## src/include/pscc_cfg.svh

```systemverilog
`ifndef PSCC_CFG_SVH
`define PSCC_CFG_SVH

// ----------------------------------------------------------------------
// clock and timing
// ----------------------------------------------------------------------
`define PSCC_CLK_KHZ 20000
`define PSCC_PREARM_MS 8000
`define PSCC_LCB_MS 8000
`define PSCC_CONTACT_MS 50
`define PSCC_BAR_DEG_MS 100
`define PSCC_CNT_W 28

// ----------------------------------------------------------------------
// carry-up angle defaults, degrees
// ----------------------------------------------------------------------
`define PSCC_CARRY_NO_CURTAIN 9'h0AA
`define PSCC_CARRY_CURTAIN 9'h095

// ----------------------------------------------------------------------
// fault codes
// ----------------------------------------------------------------------
`define PSCC_FAULT_NONE 8'h00
`define PSCC_FAULT_BAR 8'h26
`define PSCC_FAULT_USER0 8'h40

// ----------------------------------------------------------------------
// register map and bus answers
// ----------------------------------------------------------------------
`define PSCC_REG_CARRY 8'h00
`define PSCC_REG_STATUS 8'h04
`define PSCC_REG_FAULT 8'h08
`define PSCC_RESP_OKAY 2'h0
`define PSCC_RESP_DECERR 2'h3
`define PSCC_ST_OPT3 3
`define PSCC_ST_VALVE 4
`define PSCC_ST_LAMP 5
`define PSCC_ST_FAULT_LSB 8

`endif

```

## src/include/pscc_pkg.sv

```systemverilog
package pscc_pkg;

    // gray codes along idle, run, continuous, stopped, bar
    typedef enum logic [2:0] {
        PSCC_IDLE = 3'h0,
        PSCC_RUN = 3'h1,
        PSCC_CONT = 3'h3,
        PSCC_STOPPED = 3'h2,
        PSCC_BAR = 3'h6
    } pscc_state_e;

    typedef enum logic [1:0] {
        PSCC_SEL_OFF = 2'h0,
        PSCC_SEL_INCH = 2'h1,
        PSCC_SEL_SINGLE = 2'h2,
        PSCC_SEL_CONT = 2'h3
    } pscc_stroke_e;

    typedef enum logic [1:0] {
        PSCC_MODE_TWOHAND = 2'h0,
        PSCC_MODE_ONEHAND = 2'h1,
        PSCC_MODE_FOOT = 2'h2
    } pscc_mode_e;

    typedef enum logic [1:0] {
        PSCC_IDX_CARRY = 2'h0,
        PSCC_IDX_STATUS = 2'h1,
        PSCC_IDX_FAULT = 2'h2,
        PSCC_IDX_NONE = 2'h3
    } pscc_reg_t;

endpackage

```

## src/design/pscc_top.sv

```systemverilog
// Chosen here: the placing of the registers and the AXI4-Lite register port.
`include "pscc_cfg.svh"

module pscc_top import pscc_pkg::*; #(
    parameter int USER_N = 4,
    parameter int CNT_W = `PSCC_CNT_W,
    parameter int PREARM_CYC = `PSCC_PREARM_MS * `PSCC_CLK_KHZ,
    parameter int LCB_CYC = `PSCC_LCB_MS * `PSCC_CLK_KHZ,
    parameter int CONTACT_CYC = `PSCC_CONTACT_MS * `PSCC_CLK_KHZ,
    parameter int BAR_DEG_CYC = `PSCC_BAR_DEG_MS * `PSCC_CLK_KHZ
) (
    // clock and reset
    input wire logic clk_sys,
    input wire logic reset,
    // operator devices
    input wire logic pedalNc,
    input wire logic pedalNo,
    input wire logic handNc,
    input wire logic handNo,
    input wire logic palmLeft,
    input wire logic palmRight,
    input wire logic prearmButton,
    input wire logic barSelect,
    input wire logic barOperate,
    input wire logic curtainClear,
    input wire logic faultClearButton,
    input wire logic [USER_N-1:0] userInput,
    // selectors and straps
    input wire logic [1:0] strokeSel,
    input wire logic [1:0] modeSel,
    input wire logic optionSwitch3,
    input wire logic curtainFitted,
    // press feedback
    input wire logic [8:0] crankAngle,
    input wire logic crankPulse,
    input wire logic atTop,
    input wire logic flywheelTurning,
    // valve and indicators
    output logic safetyValveDrive,
    output logic prearmLamp,
    output logic interruptedLed,
    output logic [7:0] faultCode,
    output logic pedalNcLed,
    output logic pedalNoLed,
    output logic handNcLed,
    output logic handNoLed,
    output logic barActuatorLed,
    // axi4-lite slave
    input wire logic [7:0] s_axi_awaddr,
    input wire logic s_axi_awvalid,
    output logic s_axi_awready,
    input wire logic [31:0] s_axi_wdata,
    input wire logic [3:0] s_axi_wstrb,
    input wire logic s_axi_wvalid,
    output logic s_axi_wready,
    output logic [1:0] s_axi_bresp,
    output logic s_axi_bvalid,
    input wire logic s_axi_bready,
    input wire logic [7:0] s_axi_araddr,
    input wire logic s_axi_arvalid,
    output logic s_axi_arready,
    output logic [31:0] s_axi_rdata,
    output logic [1:0] s_axi_rresp,
    output logic s_axi_rvalid,
    input wire logic s_axi_rready
);

    // ------------------------------------------------------------------
    // state
    // ------------------------------------------------------------------
    typedef struct packed {
        pscc_state_e state;
        logic opt3;
        logic [8:0] carryAngle;
        logic valve;
        logic interrupted;
        logic holdMode;
        logic carryPassed;
        logic leftTop;
        logic prearmLamp;
        logic prearmPrev;
        logic [CNT_W-1:0] prearmCnt;
        logic lcbArm;
        logic lcbOpen;
        logic [CNT_W-1:0] lcbCnt;
        logic [1:0] actReady;
        logic [1:0][CNT_W-1:0] actCnt;
        logic [CNT_W-1:0] speedCnt;
        logic [7:0] faultCode;
        logic [4:0] leds;
        logic awHeld;
        logic [7:0] awAddr;
        logic wHeld;
        logic [31:0] wData;
        logic [3:0] wStrb;
        logic awready;
        logic wready;
        logic bvalid;
        logic [1:0] bresp;
        logic arready;
        logic rvalid;
        logic [1:0] rresp;
        logic [31:0] rdata;
    } pscc_regs_s;

    pscc_regs_s r;
    pscc_regs_s next_r;
    logic [1:0] actNc;
    logic [1:0] actNo;
    logic [1:0] press;
    logic [1:0] held;
    logic bothPalms;
    logic barMode;
    logic userHit;
    logic [7:0] userCode;
    logic faultSet;
    logic [7:0] faultNew;
    logic swClear;
    logic speedFault;
    logic running;

    // register index from a byte address; read and write share it
    function automatic pscc_reg_t decodeAddr(input logic [7:0] addr);
        case (addr)
            `PSCC_REG_CARRY: decodeAddr = PSCC_IDX_CARRY;
            `PSCC_REG_STATUS: decodeAddr = PSCC_IDX_STATUS;
            `PSCC_REG_FAULT: decodeAddr = PSCC_IDX_FAULT;
            default: decodeAddr = PSCC_IDX_NONE;
        endcase
    endfunction

    assign actNc = {handNc, pedalNc};
    assign actNo = {handNo, pedalNo};
    assign bothPalms = palmLeft && palmRight;
    assign barMode = barSelect && strokeSel == PSCC_SEL_INCH
        && modeSel == PSCC_MODE_TWOHAND;

    always_comb begin
        next_r = r;
        press = 2'h0;
        held = 2'h0;
        userHit = |userInput;
        userCode = `PSCC_FAULT_USER0;
        faultSet = 1'b0;
        faultNew = `PSCC_FAULT_NONE;
        swClear = 1'b0;
        speedFault = 1'b0;
        running = r.state == PSCC_RUN || r.state == PSCC_CONT
            || r.state == PSCC_BAR;
        for (int i = USER_N - 1; i >= 0; i--) begin
            if (userInput[i]) begin
                userCode = 8'(`PSCC_FAULT_USER0 + i);
            end
        end

        // --------------------------------------------------------------
        // contact supervision: both contacts must swap quickly
        // --------------------------------------------------------------
        for (int i = 0; i < 2; i++) begin
            held[i] = !actNc[i] && actNo[i];
            if (actNc[i] && !actNo[i]) begin
                next_r.actReady[i] = 1'b1;
                next_r.actCnt[i] = '0;
            end else if (held[i]) begin
                press[i] = r.actReady[i];
                next_r.actReady[i] = 1'b0;
            end else if (r.actReady[i]) begin
                // stuck between contacts too long: wait for release
                if (r.actCnt[i] == CNT_W'(CONTACT_CYC - 1)) begin
                    next_r.actReady[i] = 1'b0;
                end else begin
                    next_r.actCnt[i] = r.actCnt[i] + 1'b1;
                end
            end
        end
        next_r.leds = {barOperate, handNo, handNc, pedalNo, pedalNc};

        // --------------------------------------------------------------
        // curtain-break window
        // --------------------------------------------------------------
        if (!curtainClear) begin
            next_r.lcbArm = 1'b1;
            next_r.lcbOpen = 1'b0;
        end else if (r.lcbArm) begin
            next_r.lcbArm = 1'b0;
            next_r.lcbOpen = 1'b1;
            next_r.lcbCnt = CNT_W'(LCB_CYC - 1);
        end else if (r.lcbOpen) begin
            if (r.lcbCnt == '0) begin
                next_r.lcbOpen = 1'b0;
            end else begin
                next_r.lcbCnt = r.lcbCnt - 1'b1;
            end
        end

        // --------------------------------------------------------------
        // barring speed: spacing of crank pulses
        // --------------------------------------------------------------
        if (r.state != PSCC_BAR) begin
            next_r.speedCnt = '1;
        end else if (crankPulse) begin
            speedFault = r.speedCnt < CNT_W'(BAR_DEG_CYC - 1);
            next_r.speedCnt = '0;
        end else if (r.speedCnt != '1) begin
            next_r.speedCnt = r.speedCnt + 1'b1;
        end

        // --------------------------------------------------------------
        // stroke sequencing
        // --------------------------------------------------------------
        if (!atTop) begin
            next_r.leftTop = 1'b1;
        end
        case (r.state)
            PSCC_IDLE: begin
                next_r.leftTop = 1'b0;
                next_r.carryPassed = 1'b0;
                if (r.faultCode != `PSCC_FAULT_NONE) begin
                    next_r.state = PSCC_IDLE;
                end else if (barMode && barOperate) begin
                    next_r.state = PSCC_BAR;
                    if (flywheelTurning) begin
                        faultSet = 1'b1;
                        faultNew = `PSCC_FAULT_BAR;
                    end
                end else if (strokeSel == PSCC_SEL_CONT
                        && modeSel == PSCC_MODE_FOOT) begin
                    if (r.prearmLamp && press[0]) begin
                        next_r.state = PSCC_CONT;
                        next_r.prearmLamp = 1'b0;
                    end
                end else if (strokeSel == PSCC_SEL_SINGLE
                        && modeSel == PSCC_MODE_FOOT && press[0]) begin
                    next_r.state = PSCC_RUN;
                    next_r.holdMode = r.opt3;
                end else if (strokeSel == PSCC_SEL_SINGLE
                        && modeSel == PSCC_MODE_ONEHAND && press[1]
                        && (!r.opt3 || r.lcbOpen)) begin
                    next_r.state = PSCC_RUN;
                    next_r.holdMode = 1'b0;
                    next_r.lcbOpen = 1'b0;
                end
            end
            PSCC_RUN: begin
                if (crankAngle >= r.carryAngle) begin
                    next_r.carryPassed = 1'b1;
                end
                if (r.holdMode && !r.carryPassed && !held[0]) begin
                    next_r.state = PSCC_STOPPED;
                end else if (r.leftTop && atTop) begin
                    next_r.state = PSCC_IDLE;
                end
            end
            PSCC_CONT: begin
                if (r.leftTop && atTop) begin
                    if (held[0]) begin
                        next_r.leftTop = 1'b0;
                    end else begin
                        next_r.state = PSCC_IDLE;
                    end
                end
            end
            PSCC_BAR: begin
                if (speedFault) begin
                    next_r.state = PSCC_IDLE;
                    faultSet = 1'b1;
                    faultNew = `PSCC_FAULT_BAR;
                end else if (!barOperate) begin
                    next_r.state = PSCC_IDLE;
                end
            end
            PSCC_STOPPED: begin
                // two-hand maintained return; requests are not looked at
                if (r.leftTop && atTop) begin
                    next_r.state = PSCC_IDLE;
                end
            end
            default: begin
                next_r.state = PSCC_IDLE;
            end
        endcase

        // any running state stops on a user input; run and continuous also on a blocked curtain when one is fitted
        if (running && userHit) begin
            next_r.state = r.state == PSCC_BAR ? PSCC_IDLE
                : PSCC_STOPPED;
            faultSet = 1'b1;
            faultNew = userCode;
        end else if ((r.state == PSCC_RUN || r.state == PSCC_CONT)
                && curtainFitted && !curtainClear) begin
            next_r.state = PSCC_STOPPED;
        end

        // --------------------------------------------------------------
        // pre-arm lamp window
        // --------------------------------------------------------------
        if (prearmButton && !r.prearmPrev) begin
            next_r.prearmLamp = 1'b1;
            next_r.prearmCnt = CNT_W'(PREARM_CYC - 1);
        end else if (r.prearmLamp) begin
            if (r.prearmCnt == '0) begin
                next_r.prearmLamp = 1'b0;
            end else begin
                next_r.prearmCnt = r.prearmCnt - 1'b1;
            end
        end
        next_r.prearmPrev = prearmButton;

        // --------------------------------------------------------------
        // axi4-lite write: address and data in either order
        // --------------------------------------------------------------
        if (s_axi_awvalid && r.awready) begin
            next_r.awHeld = 1'b1;
            next_r.awAddr = s_axi_awaddr;
        end
        if (s_axi_wvalid && r.wready) begin
            next_r.wHeld = 1'b1;
            next_r.wData = s_axi_wdata;
            next_r.wStrb = s_axi_wstrb;
        end
        if (r.awHeld && r.wHeld && !r.bvalid) begin
            next_r.awHeld = 1'b0;
            next_r.wHeld = 1'b0;
            next_r.bvalid = 1'b1;
            next_r.bresp = `PSCC_RESP_OKAY;
            case (decodeAddr(r.awAddr))
                PSCC_IDX_CARRY: begin
                    if (r.wStrb[0]) begin
                        next_r.carryAngle[7:0] = r.wData[7:0];
                    end
                    if (r.wStrb[1]) begin
                        next_r.carryAngle[8] = r.wData[8];
                    end
                end
                PSCC_IDX_STATUS: begin
                    next_r.bresp = `PSCC_RESP_OKAY;
                end
                PSCC_IDX_FAULT: begin
                    swClear = r.wStrb[0] && r.wData[0];
                end
                default: begin
                    next_r.bresp = `PSCC_RESP_DECERR;
                end
            endcase
        end else if (r.bvalid && s_axi_bready) begin
            next_r.bvalid = 1'b0;
        end
        next_r.awready = !next_r.awHeld && !next_r.bvalid;
        next_r.wready = !next_r.wHeld && !next_r.bvalid;

        // --------------------------------------------------------------
        // axi4-lite read
        // --------------------------------------------------------------
        if (s_axi_arvalid && r.arready) begin
            next_r.rvalid = 1'b1;
            next_r.rresp = `PSCC_RESP_OKAY;
            next_r.rdata = '0;
            case (decodeAddr(s_axi_araddr))
                PSCC_IDX_CARRY: next_r.rdata[8:0] = r.carryAngle;
                PSCC_IDX_STATUS: begin
                    next_r.rdata[2:0] = r.state;
                    next_r.rdata[`PSCC_ST_OPT3] = r.opt3;
                    next_r.rdata[`PSCC_ST_VALVE] = r.valve;
                    next_r.rdata[`PSCC_ST_LAMP] = r.prearmLamp;
                    next_r.rdata[`PSCC_ST_FAULT_LSB +: 8] = r.faultCode;
                end
                PSCC_IDX_FAULT: next_r.rdata = '0;
                default: next_r.rresp = `PSCC_RESP_DECERR;
            endcase
        end else if (r.rvalid && s_axi_rready) begin
            next_r.rvalid = 1'b0;
        end
        next_r.arready = !next_r.rvalid;

        // a new fault wins over a clear in the same cycle
        if (faultSet) begin
            next_r.faultCode = faultNew;
        end else if (faultClearButton || swClear) begin
            next_r.faultCode = `PSCC_FAULT_NONE;
        end

        // valve follows the state just chosen
        case (next_r.state)
            PSCC_RUN, PSCC_CONT: next_r.valve = 1'b1;
            PSCC_BAR: next_r.valve = barOperate;
            PSCC_STOPPED: next_r.valve = bothPalms
                && next_r.faultCode == `PSCC_FAULT_NONE;
            default: next_r.valve = 1'b0;
        endcase
        next_r.interrupted = next_r.state == PSCC_STOPPED;
    end

    always_ff @(posedge clk_sys) begin
        if (reset) begin
            r <= '0;
            r.state <= PSCC_IDLE;
            r.opt3 <= optionSwitch3;
            r.carryAngle <= curtainFitted ? `PSCC_CARRY_CURTAIN
                : `PSCC_CARRY_NO_CURTAIN;
            r.faultCode <= `PSCC_FAULT_NONE;
            r.speedCnt <= '1;
            r.leds <= 5'h01;
        end else begin
            r <= next_r;
        end
    end

    // ------------------------------------------------------------------
    // outputs
    // ------------------------------------------------------------------
    assign safetyValveDrive = r.valve;
    assign prearmLamp = r.prearmLamp;
    assign interruptedLed = r.interrupted;
    assign faultCode = r.faultCode;
    assign {barActuatorLed, handNoLed, handNcLed, pedalNoLed, pedalNcLed} =
        r.leds;
    assign s_axi_awready = r.awready;
    assign s_axi_wready = r.wready;
    assign s_axi_bvalid = r.bvalid;
    assign s_axi_bresp = r.bresp;
    assign s_axi_arready = r.arready;
    assign s_axi_rvalid = r.rvalid;
    assign s_axi_rresp = r.rresp;
    assign s_axi_rdata = r.rdata;

    // ------------------------------------------------------------------
    // checks
    // ------------------------------------------------------------------
    option_hold_a: assert property (
        @(posedge clk_sys) disable iff (reset)
        1'b1 |=> $stable(r.opt3)) else $error("option latch changed");
    hold_release_a: assert property (
        @(posedge clk_sys) disable iff (reset)
        r.state == PSCC_RUN && r.holdMode && !r.carryPassed
        && !(!pedalNc && pedalNo) |=> r.state == PSCC_STOPPED)
        else $error("hold-to-run release did not stop");
    stopped_block_a: assert property (
        @(posedge clk_sys) disable iff (reset)
        r.state == PSCC_STOPPED && !atTop |=> r.state == PSCC_STOPPED)
        else $error("left interrupted stroke early");
    cont_entry_a: assert property (
        @(posedge clk_sys) disable iff (reset)
        r.state == PSCC_CONT && $past(r.state) == PSCC_IDLE
        |-> $past(r.prearmLamp)) else $error("continuous without pre-arm");
    cont_end_a: assert property (
        @(posedge clk_sys) disable iff (reset)
        r.state == PSCC_CONT && r.leftTop && atTop && pedalNc && !userHit
        && !(curtainFitted && !curtainClear)
        |=> r.state == PSCC_IDLE && !safetyValveDrive)
        else $error("continuous did not stop at top");
    // a continuous start uses up the lamp, so it may drop then
    prearm_lamp_a: assert property (
        @(posedge clk_sys) disable iff (reset)
        $rose(prearmButton) |=> prearmLamp
        ##1 (prearmLamp || r.state == PSCC_CONT) [*2])
        else $error("pre-arm lamp not lit");
    bar_valve_a: assert property (
        @(posedge clk_sys) disable iff (reset)
        r.state == PSCC_BAR && !barOperate |=> !safetyValveDrive)
        else $error("bar valve held after release");
    bar_fault_a: assert property (
        @(posedge clk_sys) disable iff (reset)
        r.state == PSCC_IDLE && r.faultCode == `PSCC_FAULT_NONE && barMode
        && barOperate && flywheelTurning && !userHit
        |=> faultCode == `PSCC_FAULT_BAR && r.state == PSCC_BAR)
        else $error("bar press while turning gave no fault");
    user_stop_a: assert property (
        @(posedge clk_sys) disable iff (reset)
        (r.state == PSCC_RUN || r.state == PSCC_CONT) && userHit
        |=> r.state == PSCC_STOPPED && !safetyValveDrive
        && faultCode == $past(userCode)) else $error("user input ignored");

endmodule

```

## config.mk

```make
export PLATFORM = sky130hd
export DESIGN_NAME = pscc_top
export DESIGN_NICKNAME = d
export VERILOG_FILES = /design/src/include/pscc_pkg.sv /design/src/design/pscc_top.sv
export VERILOG_INCLUDE_DIRS = /design/src /design/src/include
export SDC_FILE = /design/constraint.sdc
export NUM_CORES = 1
export LEC_CHECK = 0
export BUFFER_PORTS_ARGS = -buffer_cell sky130_fd_sc_hd__buf_2
export CORE_MARGIN = 2
export CORE_UTILIZATION = 60
export CTS_CLUSTER_SIZE = 8
export DETAILED_ROUTE_END_ITERATION = 10
export HOLD_SLACK_MARGIN = 0.12
export PLACE_DENSITY_LB_ADDON = 0.25
export SYNTH_ARGS = -nofsm -noshare
export SYNTH_HDL_FRONTEND = slang
export SYNTH_SLANG_ARGS = --single-unit
export TNS_END_PERCENT = 50
```

## constraint.sdc

```tcl
create_clock -name clk_sys -period 4.76 [get_ports clk_sys]
set_input_delay 0.952 -clock clk_sys [delete_from_list [all_inputs] [get_ports clk_sys]]
set_output_delay 0.952 -clock clk_sys [all_outputs]
set_load 0.01 [all_outputs]
```

* Word-level counts from Yosys, hierarchy flattened
Cells that the tools add are included.
** Storage, ports and cells
- Flip-flop bits (word level) :: 248
- Input port bits :: 92
- Output and inout bits :: 57
- Logic and storage cells :: 288
** Operators by class
- Add/subtract/negate cells :: 5
- Order comparisons :: 2
- Eq/ne operators :: 28
- Multiplexer cells :: 123
- Bitwise operators :: 8
- Reductions and logical operators :: 87
** Operator list (number)
- $mux W28 :: 16
- $mux W260 :: 1
- $add A28 B1 Y28 const B :: 3
- $mux W29 :: 2
- $eq A28 B20 Y1 const B :: 2
- $logic_not A28 Y1 :: 2
- $mux W8 :: 7
- $sub A28 B1 Y28 const B :: 2
- $mux W1 :: 53
- $mux W3 :: 14
- $mux W37 :: 1
- $mux W34 :: 1
- $logic_and A1 B1 Y1 :: 33
- $mux W6 :: 5
- $lt A28 B21 Y1 const B :: 1
- $ne A28 B28 Y1 const B :: 1
- $mux W9 :: 3
- $logic_not A8 Y1 :: 3
- $pmux W6 S2 :: 2
- $mux W2 :: 9
- $reduce_bool A2 Y1 :: 9
- $eq A8 B3 Y1 const B :: 2
- $eq A8 B4 Y1 const B :: 2
- $pmux W3 S5 :: 1
- 24 further kinds :: 78

* Depth between registers and ports, before layout
- Word-level depth :: 18
- Depth in mapped cells :: 9
- Depth with buffers taken out :: 8

* Least setup slack after synthesis
No wires, ideal clock.
- Kind :: in2reg
- Start :: in userInput[1]
- End :: reg r, in the netlist safetyValveDrive
- Setup time :: 0.074 ns
- Data arrival time :: 2.375 ns
- Data required time :: 4.686 ns
- Slack :: 2.310 ns
- Cell stages on the path :: 5
- Path through :: nor4_1 > nand2b_1 > nand3_1 > or3b_2 > o21ai_0
** On the way
- Cells in the longest elaborated chain, start to end :: 7
** RTL lines
- from (decl) :: RTL line pscc_top.sv:27 : input wire logic [USER_N-1:0] userInput,
- $mux W8 / $reduce_or A4 Y1 (equally long branches) :: RTL line pscc_top.sv:151, pscc_top.sv:142
- $mux W8 / $logic_and A1 B1 Y1 (equally long branches) :: RTL line pscc_top.sv:151, pscc_top.sv:284
- $mux W8 / $mux W1 (equally long branches) :: RTL line pscc_top.sv:284 : if (running && userHit) begin
- $mux W8 :: RTL line pscc_top.sv:376 : if (faultSet) begin
- $logic_not A8 Y1 (no line)
- $logic_and A1 B1 Y1 (no line)
- $pmux W1 S3 * :: RTL line pscc_top.sv:383 : case (next_r.state)
- to (signal assigned) :: RTL line pscc_top.sv:404 : r <= next_r;
- to (decl) :: RTL line pscc_top.sv:106 : pscc_regs_s r;
Every way passes the cells marked *; elsewhere a longest branch is shown, timed or not.
A chain may end at the register's enable or synchronous reset.

* Worst setup path after layout
- Start :: reg r[78] (netlist name)
- End :: reg r, in the netlist safetyValveDrive
** On the way
- Cells in the longest elaborated chain, start to end :: 12
** RTL lines
- $eq A8 B4 Y1 (tied with other cells) :: RTL line pscc_top.sv:124 : case (addr)
- $pmux W2 S3 * :: RTL line pscc_top.sv:124
- $mux W2 * :: RTL line pscc_top.sv:321 : if (r.awHeld && r.wHeld && !r.bvalid) begin
- $eq A2 B2 Y1 * :: RTL line pscc_top.sv:326 : case (decodeAddr(r.awAddr))
- $mux W1 * :: RTL line pscc_top.sv:326
- $mux W1 * :: RTL line pscc_top.sv:321
- $logic_or A1 B1 Y1 * :: RTL line pscc_top.sv:378 : end else if (faultClearButton || swClear) begin
- $mux W8 * :: RTL line pscc_top.sv:378
- $mux W8 * :: RTL line pscc_top.sv:376
- $logic_not A8 Y1 (no line) *
- $logic_and A1 B1 Y1 (no line) *
- $pmux W1 S3 * :: RTL line pscc_top.sv:383
Every way passes the cells marked *; elsewhere a longest branch is shown, timed or not. The select of a mux whose other input is x is not followed.

==> results.yml <==
cells_and_area:
  largest_register_ff_count: 181
  fillers: 1463
  multi_input_area_um2: 5580
  layout-drive-gt1-share: 0.125
  final_common_cell: "dfxtp_1"
  nets: 1468
  area.growth.synth_to_final_pct: 11.3
  postLayoutCellArea_um2: 12000
  final_cell_mix: "211 x dfxtp_1, 149 x nor2_1, 125 x nand2_1"
  seqCellArea_um2: 4520
  regMostFlops: "r"
floorplanning:
  coreArea_um2: 17400
  rows: 48
  die_height_um: 138
  start_util: 0.618
  die_x_um: 138
  die_area_um2: 19000
  io-pin-count: 149
sta:
  skew_ns: 0.00924
  rsz0062_at_grt: "no"
  slew_violations: 0
  finalSetupViolCount: 0
  hold_violations: 0
  fmax_mhz: 356
  final.setup.tns_ns: 0
  worst_pin_slew_ns: 1.25
  finalCriticalPeriod_ns: 2.81
  worst_slew_margin_rel: 0.165
  period_share: 0.590
drt:
  drt_wl_total_um: 25200
  routed_via_density: 5.86
  drt_iter0_drc: 688
  top_layer_used: "met5"
  postRouteAntennaNets: 0
  wl_met3_um: 1670
  via_count: 9346
  wl_met2_um: 11700
  firstDrtPassIters: 6
  avgRoutedWirePerCell_um: 15.8
  drc: 0
  wl_met1_um: 11200
synthesis:
  syn_area_um2: 10800
  synth-edff-count: 10
  synth_cell_type_count: 72
  yosys_register_bits: 221
  synth_flop_cell: "dfxtp_1"
  synthTopCellsByArea: "dfxtp_1 39%, nor2_1 5.2%, nand2_1 4.4%, xor2_1 4.2%, a21oi_1 3.7%"
  yosysWarnings: 0
  syn_inst: 1292
  synthArstFlopShare: 0
  synth_top_cell_by_area: "dfxtp_1"
  syn_avg_cell_area_um2: 8.33
  seq_area_frac_synth: 0.421
  yosysTopAreaCellShare: 0.393
critical_path:
  startpoint_type: "flip-flop"
  worst_setup_path_end_kind: "flip-flop"
  crit_chain: "or4_1 -> nor4_1 -> a41oi_1 -> nand2_1 -> or3b_2 -> o21ai_0"
  cp.arrival_ns: 3.28
  worstSetupPathType: "flip-flop to flip-flop"
  cp_slowest_stage_delay_ns: 0.59
  crit_required_ns: 5.23
  cpLargestDelayFamily: "simple AND/OR/NAND/NOR gates"
  path_buf_inv: 0
  critPathSlowestCell: "nor4_1"
  crit_fanout: 7
placed_design:
  dp_hpwl_um: 17000
  portBuffers: 107
  place.gp.congestion: 0.903
  dpl_cell_area_um2: 11200
power_and_ir_drop:
  switching_share: 0.251
  switchingPower_mw: 1.08
  power_density_nw_per_um2: 360
  power_frac_seq: 0.460
  ir_drop_mv: 0.338
  p_int_mw: 3.23
  power_frac_comb: 0.096
  p_clk_frac: 0.444
  p_leak_nw: 4.58
global_routing:
  grt_antenna_before_repair: 3
  grt_max_degree: 66
  track_usage: 0.264
  first_global_vias: 8584
  grt-ovfl-total: 0
  grt_pass1_wl_um: 41100
clocking:
  cts_sinks: 221
  cts_setup_buffers: 0
  cts_max_level: 1
  clock_path_buffers: 3
  clock_latency_ns: 0.55
  cts_resized: 0
  cts_tree: "built"
  ctsHoldBuffers: 0
  cts_made_buffers: 31
  clock_tree.root_cell: "clkbuf_16"
  clk_pin_slew_ns: 0.05
run_status:
  status: "completed"
worst_hold_path:
  hp-class: "flip-flop to flip-flop"
run:
  maxCapViolCount: 0
worst reg2reg max path, stage by stage (launching register included):
cell,delay [ns]
dfxtp_1,0.31
or4_1,0.55
nor4_1,0.59
a41oi_1,0.48
nand2_1,0.15
or3b_2,0.47
o21ai_0,0.18
per-stage QoR:
stage               hold WS [ns]   util  total power [mW]  instances  setup slack (ns)
floorplan                  0.431      -              2.31       1307              2.31
global placement           0.437  0.641              2.41       1554              1.63
detailed placement         0.444  0.641              2.42       1554              1.62
CTS                        0.450  0.687              4.32       1592              1.96
global route               0.469  0.687              4.46       1593              1.77
finish                     0.452  0.688              4.31       1594              1.95
kinds of logic (layout without fill, tap and decap cells):
kind of cell | Yosys count | count (layout) | synth area share
AND/OR/NAND/NOR | 569 | 569 | 0.269
other | 1 | 18 | 0.000349
XOR/XNOR | 97 | 97 | 0.0790
flip-flops | 221 | 221 | 0.421
AO/OA/AOI/OAI | 242 | 242 | 0.141
buffers and inverters | 140 | 200 | 0.0657
adder cells (fa/ha/maj) | 14 | 14 | 0.0163
multiplexers | 8 | 8 | 0.00756
path summary, 6_finish.rpt:
path               from                to  slack, ns  depth (start not counted)
setup / recovery  r[78]  safetyValveDrive       1.95                          6
hold / removal    r[84]             r[84]       0.45                          2
setup reg to reg  r[78]  safetyValveDrive       1.95                          6
hold reg to reg   r[84]             r[84]       0.45                          2
layer usage:
layer / vias to the layer above / global-route usage
li1: 4653 / -
met1: 4339 / 0.359
met2: 292 / 0.425
met3: 60 / 0.0486
met4: 2 / 0.0884
met5: - / 0
cells in the mapped netlist (all sizes together), types with 8 or more instances:
| cell | instances |
|---|---|
| buf | 55 |
| a22oi | 16 |
| nand2 | 125 |
| o21a | 11 |
| nor2b | 12 |
| nor2 | 150 |
| xnor2 | 45 |
| and4 | 9 |
| clkbuf | 38 |
| nand4 | 37 |
| xor2 | 52 |
| dfxtp | 211 |
| a21oi | 79 |
| edfxtp | 10 |
| nand3 | 48 |
| nor3 | 50 |
| or3 | 18 |
| nor4 | 29 |
| inv | 46 |
| and3 | 13 |
| or4 | 8 |
| ha | 14 |
| o21ai | 68 |
| nand2b | 11 |
| and2 | 20 |
| a211oi | 14 |
final cells by class:
type | instances | area share
Antenna cell | 2 | 0.000418
Inverter | 47 | 0.0147
Tap cell | 225 | 0.0235
Multi-Input combinational cell | 946 | 0.466
Clock inverter | 2 | 0.00115
Timing Repair Buffer | 115 | 0.0499
Sequential cell | 221 | 0.378
Clock buffer | 36 | 0.0663
power groups by stage:
stage / Clock, mW / Sequential [mW] / Combinational (mW)
final: 1.91 / 1.98 / 0.414
after global placement: 0 / 2.01 / 0.396
after floorplan: 0 / 2.00 / 0.308
after CTS: 1.93 / 1.98 / 0.411
after global routing: 2.01 / 1.99 / 0.465
after detailed placement: 0 / 2.02 / 0.406
Power figures use the tool's default switching activity.
